<file path="src/hw/vcal_pkg.sv">
package vcal_pkg;

   // fixed upper six bits of the first byte of every transfer
   localparam logic [5:0] ADDR_PATTERN = 6'h27;
   // first-byte field positions
   localparam int ADDR_RW_BIT = 0;
   localparam int ADDR_D0_BIT = 1;
   // second-byte field: program-select bit; code bits 7..1 sit above it
   localparam int DATA_PSEL_BIT = 0;
   // reset value of the code register before the power-up recall
   localparam logic [7:0] CODE_RESET = 8'h00;

   // program-cycle timing
   localparam int CLK_HZ = 25000000;
   localparam int PROG_LIMIT_MS = 100;
   localparam int PROG_LIMIT_CYC = (CLK_HZ / 1000) * PROG_LIMIT_MS;
   localparam int ERASE_MAX = 4;
   localparam int WRITE_MAX = 4;
   // default duration of a single erase or write pulse
   localparam int PULSE_MS = 10;
   localparam int PULSE_CYC = (CLK_HZ / 1000) * PULSE_MS;

   // serial engine states
   typedef enum logic [2:0]
   {
      VCAL_IDLE = 3'b000,
      VCAL_ADDR = 3'b001,
      VCAL_AACK = 3'b010,
      VCAL_WDAT = 3'b011,
      VCAL_DACK = 3'b100,
      VCAL_RDAT = 3'b101,
      VCAL_RACK = 3'b110
   } vcal_bus_e;

   // program sequencer states
   typedef enum logic [2:0]
   {
      VCAL_P_IDLE = 3'b000,
      VCAL_P_ERASE = 3'b001,
      VCAL_P_ECHK = 3'b010,
      VCAL_P_WRITE = 3'b011,
      VCAL_P_WCHK = 3'b100,
      VCAL_P_DONE = 3'b101
   } vcal_prog_e;

   // status seen at the top ports
   typedef struct packed
   {
      logic prog_busy;
      logic prog_fail;
      logic [2:0] erase_tries;
      logic [2:0] write_tries;
   } vcal_stat_s;

endpackage

</file>
<file path="src/hw/vcal_port.sv">
`timescale 1ns/10ps
`default_nettype none
// Overview of operation
// - wp high: accept and act on transfers
// - wp low: ack register write, keep code
// - wp low: ack program, no cycle starts
// - read returns current code register value
// - psel one loads register, zero programs
// - program copies the code register
// - cycle completes regardless of wp, 100 ms
// - up to four erases, four writes
// - first byte is 100111, data, rw
// - first byte bit one is code lsb
// - power-up loads register from eeprom
module vcal_port
#(
   parameter int PROG_LIMIT = vcal_pkg::PROG_LIMIT_CYC,
   parameter int PULSE_LEN = vcal_pkg::PULSE_CYC
)
(
   // clock and reset
   input wire logic ref_clk,
   input wire logic rst_n,
   // two-wire bus pins
   input wire logic scl_in,
   input wire logic sda_in,
   output logic sda_out,
   output logic sda_oe,
   // write-protect pin, active low
   input wire logic wp_n,
   // nonvolatile cell interface
   input wire logic [7:0] nv_rd_data,
   input wire logic nv_op_ok,
   output logic nv_erase,
   output logic nv_write,
   output logic [7:0] nv_wr_data,
   // code value and status
   output logic [7:0] potentiometer_code,
   output vcal_pkg::vcal_stat_s status
);

   //////////////////////////////////////////////////////////////////////
   // pin synchronisers
   logic [2:0] pin_sync;
   logic scl_s, sda_s, wp_s;
   vcal_sync #(.WIDTH(3)) u_sync
   (
      .clk(ref_clk),
      .rst_n(rst_n),
      .async_in({scl_in, sda_in, wp_n}),
      .sync_out(pin_sync)
   );
   assign scl_s = pin_sync[2];
   assign sda_s = pin_sync[1];
   assign wp_s = pin_sync[0];

   logic scl_d_reg, sda_d_reg; // previous synchronised levels
   always_ff @(posedge ref_clk or negedge rst_n)
   begin
      if (!rst_n)
      begin
         scl_d_reg <= 1'b1;
         sda_d_reg <= 1'b1;
      end
      else
      begin
         scl_d_reg <= scl_s;
         sda_d_reg <= sda_s;
      end
   end

   logic scl_rise, scl_fall, start_cond, stop_cond;
   assign scl_rise = scl_s && !scl_d_reg;
   assign scl_fall = !scl_s && scl_d_reg;
   assign start_cond = scl_s && scl_d_reg && sda_d_reg && !sda_s;
   assign stop_cond = scl_s && scl_d_reg && !sda_d_reg && sda_s;

   //////////////////////////////////////////////////////////////////////
   // serial engine
   vcal_pkg::vcal_bus_e st_reg;
   logic [7:0] shift_reg; // incoming bits, msb first
   logic [2:0] bit_reg; // bits taken in the current byte
   logic d0_reg; // code lsb carried in the first byte
   logic [7:0] code_reg; // the code register
   logic prog_req; // one-cycle program start
   logic [7:0] tx_reg; // outgoing read byte
   logic nack_reg; // host refused the read byte
   logic [7:0] rx_byte;
   assign rx_byte = {shift_reg[6:0], sda_s};

   // byte-level protocol; a start restarts from any state
   always_ff @(posedge ref_clk or negedge rst_n)
   begin
      if (!rst_n)
      begin
         st_reg <= vcal_pkg::VCAL_IDLE;
         shift_reg <= 8'h00;
         bit_reg <= 3'h0;
         d0_reg <= 1'b0;
         tx_reg <= 8'h00;
         nack_reg <= 1'b0;
      end
      else if (start_cond)
      begin
         st_reg <= vcal_pkg::VCAL_ADDR;
         bit_reg <= 3'h0;
      end
      else if (stop_cond)
         st_reg <= vcal_pkg::VCAL_IDLE;
      else
      begin
         case (st_reg)
            vcal_pkg::VCAL_ADDR, vcal_pkg::VCAL_WDAT:
               if (scl_rise)
               begin
                  shift_reg <= rx_byte;
                  bit_reg <= bit_reg + 3'h1;
                  if (bit_reg == 3'h7)
                  begin
                     if (st_reg == vcal_pkg::VCAL_WDAT)
                        st_reg <= vcal_pkg::VCAL_DACK;
                     // pattern mismatch: stay off the bus
                     else if (rx_byte[7:2] != vcal_pkg::ADDR_PATTERN)
                        st_reg <= vcal_pkg::VCAL_IDLE;
                     else
                     begin
                        st_reg <= vcal_pkg::VCAL_AACK;
                        d0_reg <= rx_byte[vcal_pkg::ADDR_D0_BIT];
                     end
                  end
               end
            vcal_pkg::VCAL_AACK:
               // ack sampled on this rise; move on at the next fall
               if (scl_fall && bit_reg == 3'h1)
               begin
                  bit_reg <= 3'h0;
                  if (shift_reg[vcal_pkg::ADDR_RW_BIT])
                  begin
                     st_reg <= vcal_pkg::VCAL_RDAT;
                     tx_reg <= code_reg;
                  end
                  else
                     st_reg <= vcal_pkg::VCAL_WDAT;
               end
               else if (scl_rise)
                  bit_reg <= 3'h1;
            vcal_pkg::VCAL_DACK:
               // one data byte per transfer; further bytes are ignored
               if (scl_fall && bit_reg == 3'h1)
                  st_reg <= vcal_pkg::VCAL_IDLE;
               else if (scl_rise)
                  bit_reg <= 3'h1;
            vcal_pkg::VCAL_RDAT:
               if (scl_fall)
               begin
                  tx_reg <= {tx_reg[6:0], 1'b0};
                  bit_reg <= bit_reg + 3'h1;
                  if (bit_reg == 3'h7)
                     st_reg <= vcal_pkg::VCAL_RACK;
               end
            vcal_pkg::VCAL_RACK:
               if (scl_rise)
                  nack_reg <= sda_s;
               else if (scl_fall)
               begin
                  st_reg <= nack_reg ? vcal_pkg::VCAL_IDLE : vcal_pkg::VCAL_RDAT;
                  tx_reg <= code_reg;
                  bit_reg <= 3'h0;
               end
            default:
               st_reg <= vcal_pkg::VCAL_IDLE;
         endcase
      end
   end

   // a write byte is complete on the rise of its eighth bit
   logic wbyte_done;
   assign wbyte_done = !start_cond && !stop_cond && scl_rise
      && st_reg == vcal_pkg::VCAL_WDAT && bit_reg == 3'h7;

   // bus pin drive: ack low, or read data; released otherwise
   always_ff @(posedge ref_clk or negedge rst_n)
   begin
      if (!rst_n)
      begin
         sda_out <= 1'b0;
         sda_oe <= 1'b0;
      end
      else
      begin
         sda_out <= 1'b0;
         // acks are given whatever the write-protect level
         // the ack state is entered on the eighth rise while the clock is still high;
         // pulling the line then would look like a start, so wait for the fall
         if (st_reg == vcal_pkg::VCAL_AACK || st_reg == vcal_pkg::VCAL_DACK)
         begin
            // first fall ends the eighth bit, the next one ends the ack clock
            if (scl_fall)
               sda_oe <= (bit_reg == 3'h0);
         end
         else if (st_reg == vcal_pkg::VCAL_RDAT)
            sda_oe <= !tx_reg[7]; // open drain: drive only zeros
         else
            sda_oe <= 1'b0;
      end
   end

   //////////////////////////////////////////////////////////////////////
   // code register: power-up recall, then bus writes
   logic recall_reg; // recall pending after reset
   always_ff @(posedge ref_clk or negedge rst_n)
   begin
      if (!rst_n)
      begin
         code_reg <= vcal_pkg::CODE_RESET;
         recall_reg <= 1'b1;
         prog_req <= 1'b0;
      end
      else
      begin
         prog_req <= 1'b0;
         recall_reg <= 1'b0;
         if (recall_reg)
            code_reg <= nv_rd_data;
         else if (wbyte_done && wp_s)
         begin
            if (rx_byte[vcal_pkg::DATA_PSEL_BIT])
               code_reg <= {rx_byte[7:1], d0_reg};
            else
               prog_req <= 1'b1;
         end
      end
   end

   //////////////////////////////////////////////////////////////////////
   // program sequencer; ignores wp once started
   vcal_pkg::vcal_prog_e pst_reg;
   logic [31:0] total_reg; // cycles since start
   logic [31:0] pulse_reg; // cycles in current pulse
   logic [2:0] etry_reg, wtry_reg;
   logic fail_reg;
   logic ok_reg; // latched success of current pulse
   // a timeout seen in a pulse still passes a check state and the done state
   localparam int PROG_MARGIN = 4;
   logic timeout;
   assign timeout = total_reg >= 32'(PROG_LIMIT - PROG_MARGIN);

   always_ff @(posedge ref_clk or negedge rst_n)
   begin
      if (!rst_n)
      begin
         pst_reg <= vcal_pkg::VCAL_P_IDLE;
         total_reg <= 32'h0;
         pulse_reg <= 32'h0;
         etry_reg <= 3'h0;
         wtry_reg <= 3'h0;
         fail_reg <= 1'b0;
         ok_reg <= 1'b0;
         nv_erase <= 1'b0;
         nv_write <= 1'b0;
         nv_wr_data <= 8'h00;
      end
      else
      begin
         if (pst_reg != vcal_pkg::VCAL_P_IDLE)
            total_reg <= total_reg + 32'h1;
         case (pst_reg)
            vcal_pkg::VCAL_P_IDLE:
               if (prog_req)
               begin
                  pst_reg <= vcal_pkg::VCAL_P_ERASE;
                  nv_wr_data <= code_reg;
                  total_reg <= 32'h0;
                  pulse_reg <= 32'h0;
                  etry_reg <= 3'h1;
                  wtry_reg <= 3'h0;
                  fail_reg <= 1'b0;
                  ok_reg <= 1'b0;
                  nv_erase <= 1'b1;
               end
            vcal_pkg::VCAL_P_ERASE, vcal_pkg::VCAL_P_WRITE:
            begin
               pulse_reg <= pulse_reg + 32'h1;
               if (nv_op_ok)
                  ok_reg <= 1'b1;
               if (pulse_reg >= 32'(PULSE_LEN - 1) || timeout)
               begin
                  nv_erase <= 1'b0;
                  nv_write <= 1'b0;
                  pst_reg <= (pst_reg == vcal_pkg::VCAL_P_ERASE) ?
                     vcal_pkg::VCAL_P_ECHK : vcal_pkg::VCAL_P_WCHK;
               end
            end
            vcal_pkg::VCAL_P_ECHK:
            begin
               pulse_reg <= 32'h0;
               ok_reg <= 1'b0;
               if (timeout)
               begin
                  fail_reg <= 1'b1;
                  pst_reg <= vcal_pkg::VCAL_P_DONE;
               end
               else if (ok_reg || etry_reg == 3'(vcal_pkg::ERASE_MAX))
               begin
                  fail_reg <= !ok_reg;
                  pst_reg <= ok_reg ? vcal_pkg::VCAL_P_WRITE : vcal_pkg::VCAL_P_DONE;
                  nv_write <= ok_reg;
                  wtry_reg <= ok_reg ? 3'h1 : 3'h0;
               end
               else
               begin
                  etry_reg <= etry_reg + 3'h1;
                  nv_erase <= 1'b1;
                  pst_reg <= vcal_pkg::VCAL_P_ERASE;
               end
            end
            vcal_pkg::VCAL_P_WCHK:
            begin
               pulse_reg <= 32'h0;
               ok_reg <= 1'b0;
               if (ok_reg || timeout || wtry_reg == 3'(vcal_pkg::WRITE_MAX))
               begin
                  fail_reg <= !ok_reg;
                  pst_reg <= vcal_pkg::VCAL_P_DONE;
               end
               else
               begin
                  wtry_reg <= wtry_reg + 3'h1;
                  nv_write <= 1'b1;
                  pst_reg <= vcal_pkg::VCAL_P_WRITE;
               end
            end
            vcal_pkg::VCAL_P_DONE:
               pst_reg <= vcal_pkg::VCAL_P_IDLE;
            default:
               pst_reg <= vcal_pkg::VCAL_P_IDLE;
         endcase
      end
   end

   // registered outputs
   always_ff @(posedge ref_clk or negedge rst_n)
   begin
      if (!rst_n)
      begin
         potentiometer_code <= vcal_pkg::CODE_RESET;
         status <= '0;
      end
      else
      begin
         potentiometer_code <= code_reg;
         status.prog_busy <= pst_reg != vcal_pkg::VCAL_P_IDLE;
         status.prog_fail <= fail_reg;
         status.erase_tries <= etry_reg;
         status.write_tries <= wtry_reg;
      end
   end

   //////////////////////////////////////////////////////////////////////
   // checks
   AST_WP_LOW_NO_LOAD: assert property (@(posedge ref_clk) disable iff (!rst_n)
      (wbyte_done && !wp_s && !recall_reg) |=> $stable(code_reg))
      else $error("code changed while write protected");
   AST_WP_LOW_NO_PROG: assert property (@(posedge ref_clk) disable iff (!rst_n)
      (wbyte_done && !wp_s) |=> !prog_req)
      else $error("program started while write protected");
   AST_WP_HIGH_LOAD: assert property (@(posedge ref_clk) disable iff (!rst_n)
      (wbyte_done && wp_s && !recall_reg && rx_byte[vcal_pkg::DATA_PSEL_BIT])
      |=> code_reg == {$past(rx_byte[7:1]), $past(d0_reg)})
      else $error("register write not taken");
   AST_PSEL_ZERO_PROG: assert property (@(posedge ref_clk) disable iff (!rst_n)
      (wbyte_done && wp_s && !rx_byte[vcal_pkg::DATA_PSEL_BIT] && !recall_reg) |=> prog_req && $stable(code_reg))
      else $error("program select zero mishandled");
   AST_PROG_DATA: assert property (@(posedge ref_clk) disable iff (!rst_n)
      (prog_req && pst_reg == vcal_pkg::VCAL_P_IDLE) |=> nv_wr_data == $past(code_reg) && nv_erase)
      else $error("program data not the code register");
   AST_PROG_BOUND: assert property (@(posedge ref_clk) disable iff (!rst_n)
      total_reg < 32'(PROG_LIMIT))
      else $error("program cycle overran its limit");
   AST_TRY_LIMIT: assert property (@(posedge ref_clk) disable iff (!rst_n)
      etry_reg <= 3'(vcal_pkg::ERASE_MAX) && wtry_reg <= 3'(vcal_pkg::WRITE_MAX))
      else $error("too many erase or write attempts");
   AST_RECALL: assert property (@(posedge ref_clk) disable iff (!rst_n)
      recall_reg |=> code_reg == $past(nv_rd_data))
      else $error("power-up recall missed");
   AST_READ_LOAD: assert property (@(posedge ref_clk) disable iff (!rst_n)
      (st_reg == vcal_pkg::VCAL_AACK && $past(st_reg) == vcal_pkg::VCAL_AACK && scl_fall
       && bit_reg == 3'h1 && shift_reg[0] && !start_cond && !stop_cond) |=> tx_reg == $past(code_reg))
      else $error("read byte not loaded from code register");
   // the data line may only move while the bus clock is low
   AST_SDA_SCL_LOW: assert property (@(posedge ref_clk) disable iff (!rst_n)
      !$stable(sda_oe) |-> !scl_s)
      else $error("data line changed while bus clock high");

endmodule
`default_nettype wire

</file>
<file path="src/hw/vcal_sync.sv">
`timescale 1ns/10ps
`default_nettype none
// two-flop synchroniser for pin inputs
module vcal_sync
#(
   parameter int WIDTH = 1
)
(
   // clock and reset
   input wire logic clk,
   input wire logic rst_n,
   // async in, sync out
   input wire logic [WIDTH-1:0] async_in,
   output logic [WIDTH-1:0] sync_out
);

   logic [WIDTH-1:0] meta_reg; // first stage, read only by the second

   //////////////////////////////////////////////////////////////////////
   // two stages per bit; idle level of the bus lines is high
   genvar gi;
   generate
      for (gi = 0; gi < WIDTH; gi++)
      begin : g_bit
         always_ff @(posedge clk or negedge rst_n)
         begin
            if (!rst_n)
            begin
               meta_reg[gi] <= 1'b1;
               sync_out[gi] <= 1'b1;
            end
            else
            begin
               meta_reg[gi] <= async_in[gi];
               sync_out[gi] <= meta_reg[gi];
            end
         end
      end
   endgenerate

endmodule
`default_nettype wire

</file>
<file path="config.mk">
export PLATFORM = sky130hd
export DESIGN_NAME = vcal_port
export DESIGN_NICKNAME = d
export VERILOG_FILES = /design/src/hw/vcal_pkg.sv /design/src/hw/vcal_port.sv /design/src/hw/vcal_sync.sv
export SDC_FILE = /design/constraint.sdc
export NUM_CORES = 1
export LEC_CHECK = 0
export ABC_CLOCK_PERIOD_IN_PS = 2200
export BUFFER_PORTS_ARGS = -buffer_cell sky130_fd_sc_hd__buf_2
export CAP_MARGIN = 20
export CORE_MARGIN = 1
export CORE_UTILIZATION = 55
export CTS_CLUSTER_DIAMETER = 30
export CTS_CLUSTER_SIZE = 14
export DETAILED_ROUTE_END_ITERATION = 10
export PLACE_DENSITY = 0.72
export SYNTH_ARGS = -nofsm -noshare
export SYNTH_HDL_FRONTEND = slang
export SYNTH_SLANG_ARGS = --single-unit
</file>
<file path="constraint.sdc">
create_clock -name ref_clk -period 2.2 [get_ports ref_clk]
set_input_delay 0 -clock ref_clk [delete_from_list [all_inputs] [get_ports ref_clk]]
set_output_delay 0 -clock ref_clk [all_outputs]
set_load 0.01 [all_outputs]
</file>
==> results of run 1 <==
==> layout by cell type, fill, tap and decap left out, types with 6 or more instances in the layout <==
cell	n
dlygate4sd3_1	13
mux2i_1	24
nor3_1	11
buf_4	41
nor2b_1	7
dfrtp_1	134
xnor2_1	12
o31ai_1	9
dfstp_2	9
inv_1	18
o21ai_0	34
o211ai_1	6
nor4_1	6
nand2_1	76
a21oi_1	31
nand4_1	15
and3_1	15
nand2b_1	11
nand3_1	27
ha_1	11
or3_1	8
buf_2	39
xor2_1	15
clkbuf_16	17
mux2_2	31
nor2_1	56
==> worst register-to-register path, cell delays in order, from the launching register on <==
cell,delay [ns]
dfrtp_1,0.37
a211o_1,0.29
a211o_1,0.28
o2111a_2,0.31
nor4_4,0.36
buf_4,0.18
a311o_1,0.11
o211a_1,0.14
==> layout make-up <==
type	instances	area (um^2)
clock buffer	20	447
sequential	143	3590
timing repair buffer	96	684
multi-input combinational	483	3210
clock inverter	12	136
tap	168	210
inverter	19	71.3
fill	929	3820
==> report_power, final <==
group | internal, mW | total [mW] | switching (mW)
Clock | 1.70 | 2.83 | 1.12
Sequential | 2.76 | 2.87 | 0.116
Combinational | 0.381 | 0.960 | 0.579
Total | 4.84 | 6.66 | 1.82
==> layer usage <==
metal  up-vias  routed length, um  track usage
met1      2645               6860        0.322
met5         -                  0            0
met3        22                633       0.0662
met2       116               7420        0.413
li1       2573                  -            -
met4         0                202       0.0779
==> logic make-up after synthesis <==
family | Yosys count
other | 1
multiplexers | 57
buffers and inverters | 47
adder cells (fa/ha/maj) | 12
AO/OA/AOI/OAI | 124
flip-flops | 143
XOR/XNOR | 27
AND/OR/NAND/NOR | 261
==> final timing paths <==
kind                                      endpoint  slack [ns]  depth (start not counted)
worst max-delay path                      nv_write         0.1                          7
worst min-delay path                  total_reg[4]        0.09                          2
worst max register to register            nv_write         0.1                          7
worst min register to register  u_sync.sync_out[2]        0.35                          0
max in group asynchronous            nv_wr_data[4]        1.38                          3
min in group ref_clk            u_sync.meta_reg[1]        0.22                          2
==> repair_timing <==
item | 4_1_cts | 5_1_grt
hold endpoints to repair | 98 | 0
gates resized for setup | 0 | 8
hold buffers | 13 | 0
setup endpoints to repair | 0 | 20
buffers inserted | 0 | 2
==> per-stage QoR <==
step	power, mW	hold slack [ns]	instance area, um^2
after global placement	3.81	-0.0285	7580
after CTS	6.69	0.106	8290
after detailed placement	3.84	-0.0191	7580
after floorplan	3.47	-0.296	6950
after global routing	6.94	0.127	8350
final	6.66	0.0869	8350
==> results.sh, run 1 <==
export IMPL_worst_slew_pin_slew_ns=0.616
export IMPL_synth_xor_area_frac=0.0340
export IMPL_drive_gt1_frac=0.225
export IMPL_finalWirelength_um=15100
export IMPL_rows=40
export IMPL_final_hold_viol_count=0
export IMPL_final_cells=941
export IMPL_grt_start_max_net_pins=53
export IMPL_io_pins=42
export IMPL_overflow=0
export IMPL_antenna_found_initial=0
export IMPL_fin_ws_ns=0.0977
export IMPL_crit_path_end_kind="flip-flop"
export IMPL_yosys_area_top_type_share=0.483
export IMPL_synth_cell_area_um2=6950
export IMPL_clk_latency_ns=0.43
export IMPL_maxCapViolations=0
export IMPL_setup_tns_ns=0
export IMPL_cts_tree="yes"
export IMPL_synth_simple_gate_area_frac=0.194
export IMPL_synth_area_leaders="dfrtp_1, mux2_2, nand2_1, mux2i_1, dfstp_2"
export IMPL_die_x_um=114
export IMPL_numCtsBuffers=17
export IMPL_clkSinkCount=143
export IMPL_p_leak_nw=4.02
export IMPL_async_flop_share=1.00
export IMPL_setup_violations=0
export IMPL_wire_per_inst_um=16.1
export IMPL_slowest_stage="dfrtp_1"
export IMPL_grt_pass1_vias=5188
export IMPL_place_inst=894
export IMPL_grt_usage=0.250
export IMPL_syn_avg_cell_area_um2=10.3
export IMPL_synth_common_cells="dfrtp_1, nand2_1, nor2_1, o21ai_0"
export IMPL_cts_path_max_buffers=2
export IMPL_maxSlewViolCount=0
export IMPL_worstPathRequired_ns=2.56
export IMPL_dr_pass1_iters=6
export IMPL_synthAdderAreaFrac=0.0212
export IMPL_nets=785
export IMPL_crit_fanout=4
export IMPL_rsz0062_at_grt="true"
export IMPL_arrival_ns=2.47
export IMPL_start_util=0.571
export IMPL_ir_worst_vdd_uv=760
export IMPL_drcViolationCount=0
export IMPL_critical_path_class="reg -> reg"
export IMPL_setup_worst_path_start="total_reg[9]"
export IMPL_dp_hpwl_um=10300
export IMPL_gp_congestion=0.826
export IMPL_r2r_start="total_reg[9]"
export IMPL_critPathLaunchType="flip-flop"
export IMPL_synthFlopType="dfrtp_1"
export IMPL_p_per_area_nw_per_um2=798
export IMPL_cp_num_buf_inv=1
export IMPL_clock_skew_ns=0.00695
export IMPL_die_h_um=114
export IMPL_numPortBuffers=40
export IMPL_ant_nets=0
export IMPL_post_synth_top_count_cell="dfrtp_1"
export IMPL_fmax_ghz=0.476
export IMPL_synth_cell_types=73
export IMPL_dieArea_um2=13100
export IMPL_synth_edf_count=0
export IMPL_grt_pass1_wl_um=25200
export IMPL_dpl_worst_slack_ns=0.0179
export IMPL_slew_headroom=0.588
export IMPL_muxShareOfSynthArea=0.0886
export IMPL_synth_compound_area_frac=0.117
export IMPL_status="finished, final reports clean"
export IMPL_htreeDepth=4
export IMPL_fin_util=0.686
export IMPL_worstPathCellList="a211o_1 -> a211o_1 -> o2111a_2 -> nor4_4 -> buf_4 -> a311o_1 -> o211a_1"
export IMPL_cpPeakStageDelay_ns=0.37
export IMPL_min_period_ns=2.10
export IMPL_area_delta_synth_final_pct=20.1
export IMPL_synth_largest_area_cell="dfrtp_1"
export IMPL_coreArea_um2=12200
export IMPL_ys_ff_latch=143
export IMPL_worst_path_most_repeated_cell="a211o_1"
export IMPL_vias=5356
export IMPL_drt_initial_drc_count=358
export IMPL_diodes=0
export IMPL_critPathTopFamily="compound AO/OA/AOI/OAI gates"
export IMPL_synth_top_family_by_area="simple AND/OR/NAND/NOR gates"
export IMPL_clkSlewWorstSetupHoldPaths_ns=0.06
export IMPL_min_path_type="in -> async"
export IMPL_fin_crit_sh=0.956
export IMPL_seq_area_frac_synth=0.517
export IMPL_yosys_warnings=0
export IMPL_routed_via_density=5.69
export IMPL_clockRootBuffer="clkbuf_16"
export IMPL_netlist_instances=672
(Power assumes the default switching activity.)
==> run 2, diff against run 1 <==
- SYNTH_HIERARCHICAL: default -> 1
==> results.sh, run 2 <==
export IMPL_status="finished, final reports clean"
export IMPL_p_leak_nw=4.02
export IMPL_final_hold_viol_count=0
export IMPL_synth_area_leaders="dfrtp_1, mux2_2, nand2_1, mux2i_1, dfstp_2"
export IMPL_clkSinkCount=143
export IMPL_dr_pass1_iters=5
export IMPL_die_h_um=114
export IMPL_drt_initial_drc_count=288
export IMPL_worstPathRequired_ns=2.55
export IMPL_ant_nets=0
export IMPL_setup_tns_ns=0
export IMPL_yosys_warnings=6
export IMPL_post_synth_top_count_cell="dfrtp_1"
export IMPL_worstPathCellList="a211o_1 -> a211o_1 -> o2111a_2 -> nor4_4 -> buf_4 -> a311o_1 -> o211a_1"
export IMPL_antenna_found_initial=0
export IMPL_yosys_area_top_type_share=0.483
export IMPL_htreeDepth=4
export IMPL_seq_area_frac_synth=0.517
export IMPL_clk_latency_ns=0.41
export IMPL_seq_power_share=0.427
export IMPL_routed_top_layer="met4"
export IMPL_dr_wl_met3_um=522
export IMPL_fin_area_um2=8360
export IMPL_fin_crit_sh=0.958
export IMPL_netlist_instances=672
export IMPL_mostFrequentLayoutCells="dfrtp_1, nand2_1, nor2_1"
export IMPL_coreArea_um2=12200
export IMPL_swShare=0.264
export IMPL_async_flop_share=1.00
export IMPL_p_per_area_nw_per_um2=806
export IMPL_rsz0062_at_grt="false"
export IMPL_min_period_ns=2.11
export IMPL_synthFlopType="dfrtp_1"
export IMPL_cts_path_max_buffers=2
export IMPL_synth_common_cells="dfrtp_1, nand2_1, nor2_1, o21ai_0"
export IMPL_place_area_um2=7580
export IMPL_die_x_um=114
export IMPL_cpPeakStageDelay_ns=0.37
export IMPL_fmax_ghz=0.475
export IMPL_maxSlewViolCount=0
export IMPL_clockRootBuffer="clkbuf_16"
export IMPL_ir_worst_vdd_uv=592
export IMPL_slowest_stage="dfrtp_1"
export IMPL_critPathLaunchType="flip-flop"
export IMPL_diodes=0
export IMPL_critical_path_class="reg -> reg"
export IMPL_dieArea_um2=13100
export IMPL_crit_fanout=4
export IMPL_synth_edf_count=0
export IMPL_synth_cell_types=73
export IMPL_vias=5355
export IMPL_start_util=0.571
export IMPL_dp_hpwl_um=10200
export IMPL_met2_length_um=7420
export IMPL_worst_slew_pin_slew_ns=0.635
export IMPL_min_path_type="in -> async"
export IMPL_slew_headroom=0.576
export IMPL_nets=784
export IMPL_io_pins=42
export IMPL_grt_pass1_wl_um=24500
export IMPL_clock_skew_ns=0.00531
export IMPL_maxCapViolations=0
export IMPL_wire_per_inst_um=15.6
export IMPL_setup_violations=0
export IMPL_overflow=0
export IMPL_rows=40
export IMPL_combPwrFrac=0.141
export IMPL_worst_path_most_repeated_cell="a211o_1"
export IMPL_place_inst=894
export IMPL_wirelength_met1_um=6590
export IMPL_finalWirelength_um=14700
export IMPL_routed_via_density=5.70
export IMPL_drcViolationCount=0
export IMPL_internal_power_mw=4.96
export IMPL_final_cells=940
export IMPL_crit_path_end_kind="flip-flop"
export IMPL_numCtsBuffers=17
export IMPL_ys_ff_latch=143
export IMPL_drive_gt1_frac=0.222
export IMPL_synth_cell_area_um2=6950
export IMPL_synth_largest_area_cell="dfrtp_1"
export IMPL_arrival_ns=2.46
export IMPL_syn_avg_cell_area_um2=10.3
export IMPL_gp_congestion=0.834
export IMPL_clkSlewWorstSetupHoldPaths_ns=0.06
export IMPL_cts_tree="yes"
export IMPL_numPortBuffers=40
export IMPL_layout_commonest_cell="dfrtp_1"
export IMPL_p_switching_mw=1.77
export IMPL_grt_start_max_net_pins=59
export IMPL_grt_usage=0.243
export IMPL_grt_pass1_vias=5083
export IMPL_clkPwrFrac=0.432
export IMPL_area_delta_synth_final_pct=20.2
## run 2: power by group through the flow
stage          clock (mW)  combinational [mW]  sequential (mW)
2_1_floorplan           0               0.583             2.89
3_3_place_gp            0               0.898             2.91
3_5_place_dp            0               0.926             2.92
4_1_cts              2.95               0.947             2.87
5_1_grt              3.07                1.07             2.89
6_report             2.91               0.950             2.87
## run 2: logic make-up after synthesis
kind of cell             count (synthesis)  synth area share
AO/OA/AOI/OAI                          124             0.117
flip-flops                             143             0.517
adder cells (fa/ha/maj)                 12            0.0212
XOR/XNOR                                27            0.0340
multiplexers                            57            0.0886
buffers and inverters                   47            0.0283
AND/OR/NAND/NOR                        261             0.194
other                                    1          0.000540
## run 2: layout make-up
class / count / area (um^2)
Clock inverter: 13 / 163
Multi-Input combinational cell: 483 / 3200
Tap cell: 168 / 210
Clock buffer: 19 / 443
Timing Repair Buffer: 95 / 677
Fill cell: 904 / 3810
Inverter: 19 / 71.3
Sequential cell: 143 / 3590
## run 2: timing repair
action                                 CTS  global route
hold buffers                            13             0
setup endpoints to repair                0             9
resized for setup                        0             8
buffers inserted                         0             1
endpoints found under the hold margin  106             0
## run 2: critical path, delay by kind of cell (launching register included)
kind / cells / cell delay [ns]
AO/OA/AOI/OAI: 5 / 1.14
AND/OR/NAND/NOR: 1 / 0.36
buffers and inverters: 1 / 0.18
flip-flops: 1 / 0.37
## run 2: metrics by stage
stage | total power [mW] | setup slack, ns | hold WS (ns) | util
2_1_floorplan | 3.47 | 0.00320 | -0.296 | -
3_3_place_gp | 3.81 | 0.108 | -0.00293 | 0.623
3_5_place_dp | 3.84 | 0.0434 | -0.00320 | 0.623
4_1_cts | 6.77 | 0.0415 | 0.128 | 0.684
5_1_grt | 7.03 | 0.00743 | 0.160 | 0.687
6_report | 6.73 | 0.0928 | 0.114 | 0.687
## run 2: worst paths after layout
path                                    start                 end  slack (ns)  cells past startpoint
setup / recovery                 total_reg[9]            nv_write        0.09                      7
hold / removal                          rst_n        total_reg[4]        0.11                      2
setup reg to reg                 total_reg[9]            nv_write        0.09                      7
hold reg to reg            u_sync/meta_reg[2]  u_sync/sync_out[2]        0.36                      0
max in group asynchronous               rst_n       pulse_reg[28]        1.39                      3
min in group ref_clk                   sda_in  u_sync/meta_reg[1]        0.22                      2
## run 2: routing by layer
layer	track usage	up-vias
met2	0.413	116
met1	0.315	2646
met5	0	-
met3	0.0582	8
li1	-	2585
met4	0.0606	0
==> run 3, diff against run 2 <==
- ABC_AREA: default -> 1
- CORE_ASPECT_RATIO: default -> 1.25
- CORE_UTILIZATION: 55 -> 56
- PLACE_DENSITY: 0.72 -> 0.73
==> results.sh, run 3 <==
export IMPL_post_synth_top_count_cell="nand2_1"
export IMPL_rsz0062_at_grt="false"
export IMPL_cts_path_max_buffers=2
export IMPL_internal_power_mw=4.39
export IMPL_dp_hpwl_um=13300
export IMPL_synth_edf_count=0
export IMPL_mostFrequentLayoutCells="nand2_1, dfrtp_1, inv_1"
export IMPL_htreeDepth=4
export IMPL_setup_violations=0
export IMPL_clkPwrFrac=0.474
export IMPL_combPwrFrac=0.048
export IMPL_maxCapViolations=0
export IMPL_cts_tree="yes"
export IMPL_clkSlewWorstSetupHoldPaths_ns=0.06
export IMPL_start_util=0.574
export IMPL_min_path_type="in -> async"
export IMPL_p_per_area_nw_per_um2=642
export IMPL_grt_usage=0.274
export IMPL_cts_resized_gates=0
export IMPL_numPortBuffers=40
export IMPL_clkSinkCount=143
export IMPL_arrival_ns=2.30
export IMPL_clockRootBuffer="clkbuf_16"
export IMPL_worstPathRequired_ns=2.57
export IMPL_crit_fanout=12
export IMPL_synth_cell_area_um2=7890
export IMPL_drive_gt1_frac=0.140
export IMPL_critPathLaunchType="flip-flop"
export IMPL_dieArea_um2=14600
export IMPL_numCtsBuffers=17
export IMPL_gp_congestion=0.921
export IMPL_finalWirelength_um=18100
export IMPL_die_h_um=135
export IMPL_syn_avg_cell_area_um2=7.61
export IMPL_async_flop_share=1.00
export IMPL_io_pins=42
export IMPL_dr_pass1_iters=5
export IMPL_swShare=0.242
export IMPL_layout_commonest_cell="nand2_1"
export IMPL_p_switching_mw=1.40
export IMPL_synth_largest_area_cell="dfrtp_1"
export IMPL_coreArea_um2=13800
export IMPL_nets=1128
export IMPL_grt_pass1_vias=6766
export IMPL_ant_nets=0
export IMPL_status="finished, final reports clean"
export IMPL_overflow=0
export IMPL_yosys_area_top_type_share=0.425
export IMPL_clock_skew_ns=0.0106
export IMPL_die_x_um=108
export IMPL_critical_path_class="reg -> reg"
export IMPL_ys_ff_latch=143
export IMPL_seq_area_frac_synth=0.455
export IMPL_fin_util=0.656
export IMPL_p_leak_nw=4.34
export IMPL_grt_start_max_net_pins=68
export IMPL_drcViolationCount=0
export IMPL_maxSlewViolCount=0
export IMPL_wire_per_inst_um=14.0
export IMPL_min_period_ns=1.93
export IMPL_synth_cell_types=50
export IMPL_fin_crit_sh=0.875
export IMPL_final_hold_viol_count=0
export IMPL_holdWs_ns=0.133
export IMPL_fmax_ghz=0.519
export IMPL_area_delta_synth_final_pct=14.3
export IMPL_netlist_instances=1036
export IMPL_seq_power_share=0.478
export IMPL_yosys_warnings=6
export IMPL_crit_path_end_kind="flip-flop"
export IMPL_synthFlopType="dfrtp_1"
export IMPL_routed_via_density=5.43
export IMPL_vias=7014
export IMPL_worst_slew_pin_slew_ns=0.699
export IMPL_rows=48
export IMPL_diodes=0
export IMPL_synth_common_cells="nand2_1, dfrtp_1, inv_1, nor2_1, o21ai_0"
export IMPL_grt_pass1_wl_um=31200
export IMPL_ir_worst_vdd_uv=533
export IMPL_drt_initial_drc_count=464
export IMPL_slew_headroom=0.534
export IMPL_fillers=1199
export IMPL_synth_area_leaders="dfrtp_1, nand2_1, inv_1, nor2_1, o21ai_0"
export IMPL_setup_tns_ns=0
export IMPL_place_inst=1246
export IMPL_antenna_found_initial=0
export IMPL_final_cells=1291
export IMPL_clk_latency_ns=0.43
==> run 3: cell count changes after synthesis, sizes merged, moves of 20 or more <==
cell	previous run	this run
inv	18	137
mux2	33	1
mux2i	24	1
nand2	77	288
nand3	27	61
nand4	15	35
nor2	56	105
nor3	13	51
o21ai	37	78
==> run 3: critical path: stages, from the launching register on <==
cell and delay, ns:
dfrtp_1 0.43, nor2_4 0.19, nand2_4 0.15, inv_6 0.09, nand2_4 0.06, o21ai_4 0.16, inv_4 0.09, nand2_1 0.28
inv_2 0.14, nand3_1 0.15, nand2_1 0.07, nand2_1 0.06
==> run 3: worst paths after layout <==
check	startpoint	endpoint	slack, ns	cells after the start
max	pst_reg[1]	wtry_reg[2]	0.27	11
min	rst_n	total_reg[10]	0.13	2
max reg2reg	pst_reg[1]	wtry_reg[2]	0.27	11
min reg2reg	u_sync/meta_reg[1]	u_sync/sync_out[1]	0.36	0
max in group asynchronous	rst_n	sda_d_reg	1.31	3
min in group ref_clk	sda_in	u_sync/meta_reg[1]	0.21	2
==> run 3: cells by family after synthesis <==
| group | synth area share |
|---|---|
| DFF | 0.455 |
| muxes | 0.00270 |
| AOI/OAI and AO/OA | 0.103 |
| and+or+nand+nor | 0.324 |
| adders and majority gates | 0.0174 |
| other | 0.000475 |
| buffers and inverters | 0.0799 |
| xor gates and xnor gates | 0.0178 |
==> run 3: timing repair <==
item | in CTS | in global routing
buffers inserted | 0 | 0
endpoints found under the hold margin | 76 | 0
hold buffers | 13 | 0
==> run 3: metrics by stage <==
step           area (um^2)  power, mW  setup WS [ns]
3_5_place_dp          8330       3.08          0.280
5_1_grt               9020       6.03         0.0392
2_1_floorplan         7890       2.94          0.616
3_3_place_gp          8330       3.07          0.330
6_report              9020       5.79          0.275
4_1_cts               9020       5.84          0.284
==> run 3: cell type report <==
type | count | area (um^2) | area share
multi-input combinational | 736 | 3670 | 0.407
inverter | 139 | 529 | 0.0587
clock inverter | 14 | 131 | 0.0146
sequential | 143 | 3590 | 0.398
clock buffer | 18 | 429 | 0.0476
tap | 175 | 219 | 0.0243
timing repair buffer | 66 | 447 | 0.0495
==> run 3: power groups by stage <==
stage               clock network (mW)  logic (mW)  registers [mW]
global placement                     0       0.259            2.81
floorplan                            0       0.140            2.80
CTS                               2.79       0.285            2.76
finish                            2.74       0.277            2.76
detailed placement                   0       0.266            2.81
global route                      2.92       0.333            2.77
==> run 3: per-layer routing <==
metal	routed length [um]	global-route usage	vias up
li1	-	-	3526
met1	7840	0.345	3310
met2	9220	0.462	137
met3	589	0.0565	41
met4	444	0.104	0
met5	0	0	-
